==> src/design/tws_map.svh <==
`ifndef TWS_MAP_SVH
`define TWS_MAP_SVH

// ****************************************************************
// register offsets on the plain register port
// ****************************************************************
`define TWS_OFS_OWN_ADDR 2'h0
`define TWS_OFS_CONTROL 2'h1
`define TWS_OFS_STATUS 2'h2
`define TWS_OFS_DATA 2'h3

// ****************************************************************
// control register fields
// ****************************************************************
`define TWS_CTL_FLAG 7
`define TWS_CTL_ACK_EN 6
`define TWS_CTL_START_REQ 5
`define TWS_CTL_WCOL 3
`define TWS_CTL_WMASK 8'h75
`define TWS_CTL_RESET 8'h00
`define TWS_OAR_RESET 8'h00
`define TWS_DATA_RESET 8'hFF

// ****************************************************************
// bus state codes, prescaler field always reads zero
// ****************************************************************
`define TWS_SC_OWN_ACK 8'h60
`define TWS_SC_ARB_OWN 8'h68
`define TWS_SC_GC_ACK 8'h70
`define TWS_SC_ARB_GC 8'h78
`define TWS_SC_OWN_DATA_ACK 8'h80
`define TWS_SC_OWN_DATA_NACK 8'h88
`define TWS_SC_GC_DATA_ACK 8'h90
`define TWS_SC_GC_DATA_NACK 8'h98
`define TWS_SC_STOP 8'hA0
`define TWS_SC_IDLE 8'hF8
`define TWS_GC_ADDR 7'h00
`define TWS_BITS_PER_BYTE 4'h8

`endif

==> src/design/tws_pkg.sv <==
package tws_pkg;

  // ****************************************************************
  // receiver sequencing states
  // ****************************************************************
  typedef enum logic [2:0] {
    ST_IDLE = 3'b000,
    ST_ADDR = 3'b001,
    ST_AACK = 3'b010,
    ST_HOLD = 3'b011,
    ST_DATA = 3'b100,
    ST_DACK = 3'b101
  } tws_state_t;

  // one bit per bus wire, used for inputs, outputs and enables alike
  typedef struct packed {
    logic scl;
    logic sda;
  } tws_line_t;

  // control register layout, msb first
  typedef struct packed {
    logic flag;
    logic ack_en;
    logic start_req;
    logic stop_req;
    logic wcol;
    logic enable;
    logic rsvd;
    logic irq_en;
  } tws_ctrl_t;

endpackage

==> src/design/tws_slave_rx.sv <==
// The address map and the strobed register port were chosen for this implementation.
`timescale 1ns/1ps
`include "tws_map.svh"

module tws_slave_rx (
  input wire logic clk_i,
  input wire logic resetn_i,
  input wire logic ce_i,
  input wire logic [1:0] addr_i,
  input wire logic [7:0] wdata_i,
  input wire logic wr_i,
  input wire logic rd_i,
  output logic [7:0] rdata_o,
  input wire tws_pkg::tws_line_t line_i,
  output tws_pkg::tws_line_t line_o,
  output tws_pkg::tws_line_t line_oe_n_o,
  input wire logic sleep_i,
  input wire logic arb_lost_i,
  output logic wake_o,
  output logic start_go_o
);
  import tws_pkg::*;

  // ****************************************************************
  // helpers
  // ****************************************************************

  // status after the address acknowledge
  function automatic logic [7:0] addr_code(input logic own, input logic arb);
    logic [7:0] c;
    c = own ? `TWS_SC_OWN_ACK : `TWS_SC_GC_ACK;
    if (arb)
    begin
      c = own ? `TWS_SC_ARB_OWN : `TWS_SC_ARB_GC;
    end
    return c;
  endfunction

  // status after a data byte
  function automatic logic [7:0] data_code(input logic own, input logic ack);
    logic [7:0] c;
    if (own)
    begin
      c = ack ? `TWS_SC_OWN_DATA_ACK : `TWS_SC_OWN_DATA_NACK;
    end
    else
    begin
      c = ack ? `TWS_SC_GC_DATA_ACK : `TWS_SC_GC_DATA_NACK;
    end
    return c;
  endfunction

  // codes after which the slave drops out of the addressed state
  function automatic logic is_leave_code(input logic [7:0] c);
    return (c == `TWS_SC_OWN_DATA_NACK) || (c == `TWS_SC_GC_DATA_NACK) ||
      (c == `TWS_SC_STOP);
  endfunction

  // ****************************************************************
  // state
  // ****************************************************************
  tws_line_t line_s1_r;
  tws_line_t line_s2_r;
  tws_line_t line_s3_r;
  tws_ctrl_t ctl_r;
  logic [7:0] oar_r;
  logic [7:0] status_r;
  logic [7:0] data_r;
  logic [7:0] shreg_r;
  logic [3:0] bit_cnt_r;
  tws_state_t state_r;
  logic own_r;
  logic arb_r;
  logic ack_r;
  logic start_pend_r;
  logic bus_free_r;

  tws_state_t state_nxt;
  logic [7:0] shreg_nxt;
  logic [3:0] bit_cnt_nxt;
  logic [7:0] status_nxt;
  logic own_nxt;
  logic arb_nxt;
  logic ack_nxt;
  logic sda_oe_n_nxt;
  logic scl_oe_n_nxt;
  logic ev_set;
  logic load_data;
  logic load_addr;

  // ****************************************************************
  // bus line decoding
  // ****************************************************************

  // edges read stages two and three only, stage one is the metastability stage
  wire scl_rise = line_s2_r.scl & ~line_s3_r.scl;
  wire scl_fall = ~line_s2_r.scl & line_s3_r.scl;
  wire scl_hi = line_s2_r.scl & line_s3_r.scl;
  wire start_det = scl_hi & line_s3_r.sda & ~line_s2_r.sda;
  wire stop_det = scl_hi & ~line_s3_r.sda & line_s2_r.sda;
  wire byte_done = (bit_cnt_r == `TWS_BITS_PER_BYTE);

  // address recognition, gated by ack_enable so the bus is only watched
  wire own_match = (shreg_r[7:1] == oar_r[7:1]);
  wire gc_match = oar_r[0] & (shreg_r[7:1] == `TWS_GC_ADDR);
  wire write_dir = ~shreg_r[0];
  wire addr_hit = ctl_r.ack_en & write_dir & (own_match | gc_match);
  wire leaving = is_leave_code(status_r);
  wire addressed = (state_r == ST_AACK) || (state_r == ST_DATA) ||
    (state_r == ST_DACK) || ((state_r == ST_HOLD) && !leaving);

  // ****************************************************************
  // register port decoding
  // ****************************************************************
  wire wr_oar = wr_i && (addr_i == `TWS_OFS_OWN_ADDR);
  wire wr_ctl = wr_i && (addr_i == `TWS_OFS_CONTROL);
  wire wr_data = wr_i && (addr_i == `TWS_OFS_DATA);
  wire flag_clr = wr_ctl && wdata_i[`TWS_CTL_FLAG];
  wire [7:0] rd_mux = (addr_i == `TWS_OFS_OWN_ADDR) ? oar_r :
    (addr_i == `TWS_OFS_CONTROL) ? ctl_r :
    (addr_i == `TWS_OFS_STATUS) ? status_r : data_r;

  // ****************************************************************
  // receiver sequencing
  // ****************************************************************

  // stop and start are checked right after enable, before the states: they can occur in any bus phase
  always_comb
  begin
    state_nxt = state_r;
    shreg_nxt = shreg_r;
    bit_cnt_nxt = bit_cnt_r;
    status_nxt = status_r;
    own_nxt = own_r;
    arb_nxt = arb_r;
    ack_nxt = ack_r;
    sda_oe_n_nxt = line_oe_n_o.sda;
    scl_oe_n_nxt = line_oe_n_o.scl;
    ev_set = 1'b0;
    load_data = 1'b0;
    load_addr = 1'b0;
    if (!ctl_r.enable)
    begin
      state_nxt = ST_IDLE;
      sda_oe_n_nxt = 1'b1;
      scl_oe_n_nxt = 1'b1;
    end
    else if (stop_det || start_det)
    begin
      state_nxt = start_det ? ST_ADDR : ST_IDLE;
      bit_cnt_nxt = 4'h0;
      sda_oe_n_nxt = 1'b1;
      if (addressed)
      begin
        ev_set = 1'b1;
        status_nxt = `TWS_SC_STOP;
      end
    end
    else
    begin
      case (state_r)
        ST_IDLE:
        begin
          bit_cnt_nxt = 4'h0;
        end
        ST_ADDR:
        begin
          if (scl_rise && !byte_done)
          begin
            shreg_nxt = {shreg_r[6:0], line_s2_r.sda};
            bit_cnt_nxt = bit_cnt_r + 4'h1;
          end
          else if (scl_fall && byte_done)
          begin
            if (addr_hit)
            begin
              sda_oe_n_nxt = 1'b0;
              own_nxt = own_match;
              arb_nxt = arb_lost_i;
              load_addr = ~sleep_i;
              state_nxt = ST_AACK;
            end
            else
            begin
              state_nxt = ST_IDLE;
            end
          end
        end
        ST_AACK:
        begin
          if (scl_fall)
          begin
            sda_oe_n_nxt = 1'b1;
            scl_oe_n_nxt = 1'b0;
            ev_set = 1'b1;
            status_nxt = addr_code(own_r, arb_r);
            state_nxt = ST_HOLD;
          end
        end
        ST_HOLD:
        begin
          if (!ctl_r.flag)
          begin
            scl_oe_n_nxt = 1'b1;
            bit_cnt_nxt = 4'h0;
            ack_nxt = ctl_r.ack_en;
            state_nxt = leaving ? ST_IDLE : ST_DATA;
          end
        end
        ST_DATA:
        begin
          if (scl_rise && !byte_done)
          begin
            shreg_nxt = {shreg_r[6:0], line_s2_r.sda};
            bit_cnt_nxt = bit_cnt_r + 4'h1;
          end
          else if (scl_fall && byte_done)
          begin
            load_data = 1'b1;
            sda_oe_n_nxt = ~ack_r;
            state_nxt = ST_DACK;
          end
        end
        ST_DACK:
        begin
          if (scl_fall)
          begin
            sda_oe_n_nxt = 1'b1;
            scl_oe_n_nxt = 1'b0;
            ev_set = 1'b1;
            status_nxt = data_code(own_r, ack_r);
            state_nxt = ST_HOLD;
          end
        end
        default:
        begin
          state_nxt = ST_IDLE;
          sda_oe_n_nxt = 1'b1;
          scl_oe_n_nxt = 1'b1;
        end
      endcase
    end
  end

  // ****************************************************************
  // pin synchronisers and bus engine registers
  // ****************************************************************

  // two flops per pin; a third copy only serves the edge detectors
  always_ff @(posedge clk_i)
  begin
    if (!resetn_i)
    begin
      line_s1_r <= '1;
      line_s2_r <= '1;
      line_s3_r <= '1;
      line_o <= '0;
      line_oe_n_o <= '1;
      state_r <= ST_IDLE;
      shreg_r <= 8'h00;
      bit_cnt_r <= 4'h0;
      own_r <= 1'b0;
      arb_r <= 1'b0;
      ack_r <= 1'b0;
    end
    else if (ce_i)
    begin
      line_s1_r <= line_i;
      line_s2_r <= line_s1_r;
      line_s3_r <= line_s2_r;
      line_o <= '0; // open drain: only the enables move
      line_oe_n_o <= '{scl: scl_oe_n_nxt, sda: sda_oe_n_nxt};
      state_r <= state_nxt;
      shreg_r <= shreg_nxt;
      bit_cnt_r <= bit_cnt_nxt;
      own_r <= own_nxt;
      arb_r <= arb_nxt;
      ack_r <= ack_nxt;
    end
  end

  // ****************************************************************
  // software registers
  // ****************************************************************

  // a hardware set in the same cycle as a software clear keeps the flag set
  always_ff @(posedge clk_i)
  begin
    if (!resetn_i)
    begin
      oar_r <= `TWS_OAR_RESET;
      ctl_r <= `TWS_CTL_RESET;
      status_r <= `TWS_SC_IDLE;
      data_r <= `TWS_DATA_RESET;
      rdata_o <= 8'h00;
    end
    else if (ce_i)
    begin
      if (wr_oar)
      begin
        oar_r <= wdata_i;
      end
      if (wr_ctl)
      begin
        ctl_r <= (ctl_r & ~`TWS_CTL_WMASK) | (wdata_i & `TWS_CTL_WMASK);
      end
      ctl_r.flag <= ev_set | (ctl_r.flag & ~flag_clr);
      if (wr_data)
      begin
        ctl_r.wcol <= ~ctl_r.flag; // data written while busy is a collision
      end
      status_r <= status_nxt & 8'hF8;
      if (load_data || load_addr)
      begin
        data_r <= shreg_r;
      end
      else if (wr_data && ctl_r.flag)
      begin
        data_r <= wdata_i;
      end
      rdata_o <= rd_i ? rd_mux : 8'h00;
    end
  end

  // ****************************************************************
  // wake-up and deferred start
  // ****************************************************************

  // the pending start is handed to master logic as a pulse once the bus is free;
  // a long system start-up keeps SCL low for that whole time, blocking the bus
  always_ff @(posedge clk_i)
  begin
    if (!resetn_i)
    begin
      wake_o <= 1'b0;
      start_pend_r <= 1'b0;
      bus_free_r <= 1'b1;
      start_go_o <= 1'b0;
    end
    else if (ce_i)
    begin
      if (ev_set && (state_r == ST_AACK) && sleep_i)
      begin
        wake_o <= 1'b1;
      end
      else if (!ctl_r.flag)
      begin
        wake_o <= 1'b0;
      end
      if (stop_det)
      begin
        bus_free_r <= 1'b1;
      end
      else if (start_det)
      begin
        bus_free_r <= 1'b0;
      end
      start_go_o <= 1'b0;
      if (flag_clr && ctl_r.flag && leaving && wdata_i[`TWS_CTL_START_REQ])
      begin
        start_pend_r <= 1'b1;
      end
      else if (start_pend_r && bus_free_r && (state_r == ST_IDLE))
      begin
        start_pend_r <= 1'b0;
        start_go_o <= 1'b1;
      end
    end
  end

endmodule

==> config.mk <==
export PLATFORM = sky130hd
export DESIGN_NAME = tws_slave_rx
export DESIGN_NICKNAME = d
export VERILOG_FILES = /design/src/design/tws_pkg.sv /design/src/design/tws_slave_rx.sv
export VERILOG_INCLUDE_DIRS = /design/src /design/src/design
export SDC_FILE = /design/constraint.sdc
export NUM_CORES = 1
export LEC_CHECK = 0
export BUFFER_PORTS_ARGS = -buffer_cell sky130_fd_sc_hd__buf_4
export CAP_MARGIN = 40
export CORE_UTILIZATION = 51
export CTS_CLUSTER_DIAMETER = 120
export DETAILED_ROUTE_END_ITERATION = 16
export PLACE_DENSITY_LB_ADDON = 0.08
export SLEW_MARGIN = 20
export SYNTH_ARGS = -nofsm -noshare
export SYNTH_HDL_FRONTEND = slang
export SYNTH_SLANG_ARGS = --single-unit
==> constraint.sdc <==
create_clock -name clk_i -period 5.8 [get_ports clk_i]
set_input_delay 0 -clock clk_i [delete_from_list [all_inputs] [get_ports clk_i]]
set_output_delay 0 -clock clk_i [all_outputs]
set_load 0.03 [all_outputs]
# Word level (Yosys, flattened, before mapping)
# Cells that the tools add are included.
word_totals:
  regBits: 67
  latchBits: 0
  mem_bits_rw: 0
  romBits: 0
  input_bits: 19
  output_inout_bits: 14
  wordCells: 213
  memories: 0
op_classes:
  n_addsub: 1
  multipliers: 0
  n_div: 0
  n_lt_le_gt_ge: 0
  n_eq_ne: 32
  shift: 0
  n_mux: 73
  bitwise_logic: 25
  reduce_logical: 52
ops:
  columns: ["cell", "count"]
  rows:
  - ["$mux 8", 10]
  - ["$mux 1", 38]
  - ["$mux 3", 9]
  - ["$mux 4", 6]
  - ["$mux 5", 4]
  - ["$reduce_and 5->1", 4]
  - ["$ne 4x4->1 const B", 4]
  - ["$pmux 8 s2", 1]
  - ["$reduce_and 8->1", 2]
  - ["$eq 5x5->1 const B", 3]
  - ["$logic_and 1x1->1", 15]
  - ["$pmux 3 s5", 1]
  - ["$reduce_and 2->1", 7]
  - ["$ne 3x2->1 const B", 4]
  - ["$pmux 4 s3", 1]
  - ["$and 1x1->1", 11]
  - ["$not 1->1", 11]
  - ["$ne 3x3->1 const B", 3]
  - ["$ne 4x2->1 const B", 2]
  - ["$reduce_bool 2->1", 4]
  - ["$eq 7x7->1", 1]
  - ["$logic_not 7->1", 1]
  - ["$logic_or 1x1->1", 7]
  - ["$or 4x7->7", 1]
  - ["24 further kinds", 33]

# Longest topological paths before layout
depth:
  ltp_word: 13
  depth_mapped: 9
  mapped_depth_nobuf: 8

# Worst setup path before layout
# Ideal clock, no wire load.
synth_path:
  path_type: "register to register"
  startpoint: "register bit_cnt_r[0]"
  endpoint: "register state_r[0]"
  setup_time_ns: 0.067
  arrival_ns: 1.790
  t_required_ns: 5.733
  setup_slack_ns: 3.942
  path_stages_with_launch: 9
  n_path_buf: 0
  period_less_slack_ns: 1.858
  cell_sequence: "dfxtp_1 inv_1 ha_1 nand3b_1 nor2_4 o31ai_2 or3_4 or3b_1 a21oi_2"
synth_via:
  elab_chain_cells: 5
  word_cells_on_any_way: 9
  classes_between: "eq/ne: 5; reduce/logical: 4"
synth_lines:
  columns: ["item", "line", "source"]
  rows:
  - ["from (decl)", "tws_slave_rx.sv:70", "logic [3:0] bit_cnt_r;"]
  - ["from (signal assigned)", "tws_slave_rx.sv:275", "bit_cnt_r <= bit_cnt_nxt;"]
  - ["$eq 4x4->1 (no line) (*)", null, null]
  - ["$logic_not 1->1", "tws_slave_rx.sv:168, tws_slave_rx.sv:212", null]
  - ["$logic_and 1x1->1", "tws_slave_rx.sv:168, tws_slave_rx.sv:212", null]
  - ["$ne 4x4->1 (no line)", null, null]
  - ["$reduce_and 8->1 (no line) (*)", null, null]
  - ["to (signal assigned)", "tws_slave_rx.sv:273", "state_r <= state_nxt;"]
  - ["to (decl)", "tws_slave_rx.sv:71", "tws_state_t state_r;"]
# Every way passes the cells marked *; elsewhere a longest branch is shown, timed or not.
# A chain may end at the register's enable or synchronous reset.

# Worst setup path in the final report
layout_path:
  startpoint: "register bit_cnt_r[0]"
  endpoint: "register shreg_r[3]"
layout_via:
  elab_chain_cells: 4
layout_lines:
  columns: ["item", "line", "source"]
  rows:
  - ["$eq 4x4->1 (no line)", null, null]
  - ["$logic_not 1->1", "tws_slave_rx.sv:168, tws_slave_rx.sv:212", null]
  - ["$logic_and 1x1->1", "tws_slave_rx.sv:168, tws_slave_rx.sv:212", null]
  - ["$reduce_and 5->1 (no line)", null, null]
  - ["to (signal assigned)", "tws_slave_rx.sv:274", "shreg_r <= shreg_nxt;"]
  - ["to (decl)", "tws_slave_rx.sv:69", "logic [7:0] shreg_r;"]
# No other way between the ends.

==> impl_results.html <==
<table>
<tr><th>Metric</th><th>Value</th></tr>
<tr><th colspan="2">Run status</th></tr>
<tr><td>Run status</td><td>complete, but fails checks</td></tr>
<tr><td>Violated checks</td><td>design-rule violations</td></tr>
<tr><th colspan="2">Final layout</th></tr>
<tr><td>Non-Filler Cell Area, Final</td><td>4004 um^2</td></tr>
<tr><td>Number of nets in the layout</td><td>444</td></tr>
<tr><td>Share of post-route cells with drive strength above 1</td><td>19.39%</td></tr>
<tr><td>Leading cell type in the layout, fill and taps excluded</td><td>sky130_fd_sc_hd__dfxtp_1</td></tr>
<tr><td>Count of non-filler cells in the finished layout</td><td>505</td></tr>
<tr><td>Area growth from synthesis to final layout</td><td>16.28%</td></tr>
<tr><td>Antenna diodes</td><td>0</td></tr>
<tr><td>Most frequent cells in the layout</td><td>66 x sky130_fd_sc_hd__dfxtp_1, 50 x sky130_fd_sc_hd__nor2_1, 34 x sky130_fd_sc_hd__mux2i_1</td></tr>
<tr><td>Final standard cell utilization of the core</td><td>62.34%</td></tr>
<tr><th colspan="2">Synthesis</th></tr>
<tr><td>Post-synthesis async set-or-reset flop share</td><td>0%</td></tr>
<tr><td>Number of enable flip-flop cells after synthesis</td><td>0</td></tr>
<tr><td>Distinct cell type count of the synthesized netlist</td><td>66</td></tr>
<tr><td>Netlist area before placement</td><td>3443 um^2</td></tr>
<tr><td>Synthesized area per cell</td><td>8.829 um^2</td></tr>
<tr><td>Total of warnings raised by yosys</td><td>0</td></tr>
<tr><td>Number of flip-flops and latches in the synthesized netlist</td><td>66</td></tr>
<tr><td>Sequential-to-total area share from yosys stat</td><td>38.37%</td></tr>
<tr><td>Count of mapped cells out of synthesis</td><td>390</td></tr>
<tr><td>Dominant register cell in the synthesized netlist</td><td>sky130_fd_sc_hd__dfxtp_1</td></tr>
<tr><th colspan="2">Setup path</th></tr>
<tr><td>CP cell instances</td><td>inv_1, ha_1, nand3b_1, and3b_2, nand4_1, mux2i_1, nor2_1</td></tr>
<tr><td>Maximum fanout along the worst path</td><td>10</td></tr>
<tr><td>Worst Reg-to-Reg Cells</td><td>7</td></tr>
<tr><td>CP top delay family</td><td>simple AND/OR/NAND/NOR gates</td></tr>
<tr><td>RR Startpoint</td><td>bit_cnt_r[0]</td></tr>
<tr><td>Crit-path max cell delay</td><td>0.53 ns</td></tr>
<tr><td>Flop-to-flop setup slack</td><td>3.54 ns</td></tr>
<tr><td>Slowest CP cell</td><td>sky130_fd_sc_hd__nand4_1</td></tr>
<tr><td>Worst setup path class</td><td>register to register</td></tr>
<tr><td>Worst setup SP type</td><td>register</td></tr>
<tr><td>Element type at the critical path end</td><td>register</td></tr>
<tr><td>Crit path arrival time</td><td>2.48 ns</td></tr>
<tr><td>Crit path buffers/inverters</td><td>1</td></tr>
<tr><td>Reg2reg end</td><td>shreg_r[3]</td></tr>
<tr><td>Critical Path RT</td><td>6.02 ns</td></tr>
<tr><th colspan="2">Routing</th></tr>
<tr><td>Final WL</td><td>8.333 mm</td></tr>
<tr><td>Routed via count divided by cell count</td><td>5.830</td></tr>
<tr><td>First drt pass iteration count</td><td>10</td></tr>
<tr><td>Met3 wire length</td><td>501 um</td></tr>
<tr><td>Initial DRC Count</td><td>339</td></tr>
<tr><td>Per-cell routed wire length</td><td>16.50 um</td></tr>
<tr><td>Met1 wire length</td><td>4.005 mm</td></tr>
<tr><td>Count of nets left with antenna violations after detail routing</td><td>0</td></tr>
<tr><td>Met2 wire length</td><td>3.694 mm</td></tr>
<tr><td>Number of vias in the routed layout</td><td>2944</td></tr>
<tr><td>Residual DRC count</td><td>10</td></tr>
<tr><td>Max Used Layer</td><td>met4</td></tr>
<tr><th colspan="2">CTS</th></tr>
<tr><td>Root Buffer Master</td><td>sky130_fd_sc_hd__clkbuf_8</td></tr>
<tr><td>Number of post-CTS setup repair buffers</td><td>0</td></tr>
<tr><td>TritonCTS clock tree</td><td>yes</td></tr>
<tr><td>Clock transition at the registers of the reported paths</td><td>0.07 ns</td></tr>
<tr><td>Buffer depth of the longest clock path</td><td>2</td></tr>
<tr><td>H-tree level count</td><td>3</td></tr>
<tr><td>TritonCTS buffer count</td><td>9</td></tr>
<tr><td>Clock sinks</td><td>66</td></tr>
<tr><td>Clock insertion delay at the later pin of the skew report</td><td>0.34 ns</td></tr>
<tr><th colspan="2">Global route</th></tr>
<tr><td>Initial antenna violation count</td><td>0</td></tr>
<tr><td>Number of global-route vias before repair</td><td>2698</td></tr>
<tr><td>Global-route total usage across every layer</td><td>25.34%</td></tr>
<tr><td>Wire length of the first global-routing pass</td><td>13.83 mm</td></tr>
<tr><td>Largest net degree at the start of global routing</td><td>42</td></tr>
<tr><td>Aggregate global routing overflow</td><td>0</td></tr>
<tr><th colspan="2">STA</th></tr>
<tr><td>Setup repair after global routing missed its margin</td><td>no</td></tr>
<tr><td>Post-route minimum period</td><td>2.256 ns</td></tr>
<tr><td>Slew at the pin with the worst max-slew slack</td><td>0.6636 ns</td></tr>
<tr><td>Worst Skew</td><td>0.004705 ns</td></tr>
<tr><td>Fin. max-slew vios</td><td>0</td></tr>
<tr><td>Max frequency</td><td>443.3 MHz</td></tr>
<tr><td>Ratio of final minimum period to clock period</td><td>38.90%</td></tr>
<tr><td>Setup violators final</td><td>0</td></tr>
<tr><td>Count of final hold-check violations</td><td>0</td></tr>
<tr><td>Setup total negative slack</td><td>0 ns</td></tr>
<tr><td>Tightest slew margin relative to the limit</td><td>55.14%</td></tr>
<tr><th colspan="2">Die</th></tr>
<tr><td>Boundary pin count</td><td>33</td></tr>
<tr><td>Width of the die</td><td>84.17 um</td></tr>
<tr><td>Area of the core</td><td>6422 um^2</td></tr>
<tr><td>Row count</td><td>29</td></tr>
<tr><td>Initial Util</td><td>53.61%</td></tr>
<tr><td>Die Ht</td><td>84.17 um</td></tr>
<tr><td>Overall die area</td><td>7084 um^2</td></tr>
<tr><th colspan="2">Worst hold path</th></tr>
<tr><td>Instance count along the most critical hold path</td><td>3</td></tr>
<tr><td>Worst hold-check path type</td><td>input pin to register</td></tr>
<tr><td>Hold path startpoint</td><td>ce_i</td></tr>
<tr><td>Sink of the worst hold path</td><td>start_pend_r</td></tr>
<tr><th colspan="2">Placement</th></tr>
<tr><td>Final HPWL DP</td><td>5.980 mm</td></tr>
<tr><td>Placed Instance Area</td><td>3660 um^2</td></tr>
<tr><td>Routability congestion estimate from global placement</td><td>0.8791</td></tr>
<tr><td>Number of buffer cells added on primary ports</td><td>30</td></tr>
<tr><td>DP Cell Count</td><td>474</td></tr>
<tr><th colspan="2">Run</th></tr>
<tr><td>Max_cap viols</td><td>0</td></tr>
<tr><th colspan="2">Pwr</th></tr>
<tr><td>Overall power of the completed layout</td><td>927.2 uW</td></tr>
<tr><td>Power density over the cells</td><td>231.6 nW/um^2</td></tr>
<tr><td>Leakage power figure</td><td>0.001569 uW</td></tr>
<tr><td>Worst VDD drop</td><td>0.1418 mV</td></tr>
</table>
## metrics by stage
step,hold slack (ns),worst slack (ns)
after floorplan,0.1284,3.942
after global placement,0.2173,3.608
after detailed placement,0.2242,3.552
after CTS,0.05429,3.549
after global routing,0.06447,3.341
final,0.06292,3.544
## cell families after synthesis
logic type	share of synthesized area [%]
buf+inv	4.142
xor+xnor	2.035
other cells	0.1089
flops	38.37
compound gates	16.21
mux	13.15
simple gates	25.26
fa+ha+maj	0.7266
## sequential cells by signal (all words and copies together), names as in the netlist
register / cells
start_pend_r: 1
line_oe_n_o: 2
wake_o: 1
arb_r: 1
bus_free_r: 1
data_r: 8
bit_cnt_r: 4
own_r: 1
state_r: 3
start_go_o: 1
line_s3_r: 2
line_s1_r: 2
shreg_r: 8
ack_r: 1
ctl_r: 7
oar_r: 8
rdata_o: 8
line_s2_r: 2
status_r: 5
## power breakdown
part	total, uW	internal [uW]	switching (uW)
sequential	465	459	6.35
clock	380	197	182
combinational	82.1	36.0	46.1
## area by class of cell
type,instances,area [um^2]
fill,605,2419
multi-input combinational,293,1983
sequential,66,1321
timing repair buffer,46,382.9
clock buffer,9,123.9
tap,77,96.34
clock inverter,7,70.07
inverter,7,26.28
## metal layers
metal  vias to the layer above  GRT usage [%]
met2                        77          39.12
met3                        13          4.621
met4                         0          9.091
met5                         -              0
met1                      1385          35.66
li1                       1469              -
## worst max path at each step
stage               slack [ns]    endpoint  depth (start not counted)         start
finish                    3.54  shreg_r[3]                          7  bit_cnt_r[0]
global route              3.34  shreg_r[6]                          5    state_r[0]
CTS                       3.55   data_r[2]                          6    shreg_r[1]
detailed placement        3.55  shreg_r[3]                          7  bit_cnt_r[0]
global placement          3.61  shreg_r[3]                          7  bit_cnt_r[0]
floorplan                 3.94  state_r[0]                          8  bit_cnt_r[0]
## repair_timing
item | 4_1_cts | 5_1_grt
setup endpoints to repair | 0 | 0
endpoints found under the hold margin | 38 | 0
hold buffers | 15 | 0
resized for setup | 0 | 0
## synth_stat cells, types with 3 or more instances
library cell / instances / area, um^2
sky130_fd_sc_hd__inv_1: 6 / 22.52
sky130_fd_sc_hd__mux2i_1: 34 / 340.3
sky130_fd_sc_hd__a21o_1: 4 / 30.03
sky130_fd_sc_hd__nor2_1: 50 / 187.7
sky130_fd_sc_hd__and2_1: 6 / 37.54
sky130_fd_sc_hd__mux4_2: 5 / 112.6
sky130_fd_sc_hd__o221a_2: 7 / 78.83
sky130_fd_sc_hd__clkbuf_1: 14 / 52.55
sky130_fd_sc_hd__o21ai_0: 15 / 75.07
sky130_fd_sc_hd__xnor2_1: 8 / 70.07
sky130_fd_sc_hd__nor3_1: 7 / 35.03
sky130_fd_sc_hd__buf_4: 4 / 30.03
sky130_fd_sc_hd__or2_2: 8 / 50.05
sky130_fd_sc_hd__nand2b_1: 3 / 18.77
sky130_fd_sc_hd__and3_1: 3 / 18.77
sky130_fd_sc_hd__nand2_1: 32 / 120.1
sky130_fd_sc_hd__nand4_1: 7 / 43.79
sky130_fd_sc_hd__nor4_1: 3 / 18.77
sky130_fd_sc_hd__nor2b_1: 5 / 31.28
sky130_fd_sc_hd__nand3b_1: 3 / 22.52
sky130_fd_sc_hd__nor4b_1: 3 / 26.28
sky130_fd_sc_hd__nand3_1: 12 / 60.06
sky130_fd_sc_hd__a22oi_1: 4 / 30.03
sky130_fd_sc_hd__dfxtp_1: 66 / 1321
sky130_fd_sc_hd__a21oi_1: 23 / 115.1
sky130_fd_sc_hd__buf_2: 6 / 30.03
sky130_fd_sc_hd__nand4b_1: 3 / 26.28
sky130_fd_sc_hd__a31oi_1: 3 / 18.77
## worst reg2reg max path: cells and delay by family (launching register included)
| kind | cells | cell delay, ns |
|---|---|---|
| muxes | 1 | 0.34 |
| and+or+nand+nor | 4 | 1.15 |
| buffers and inverters | 1 | 0.06 |
| DFF | 1 | 0.39 |
| adders and majority gates | 1 | 0.19 |
(Power assumes the default switching activity.)
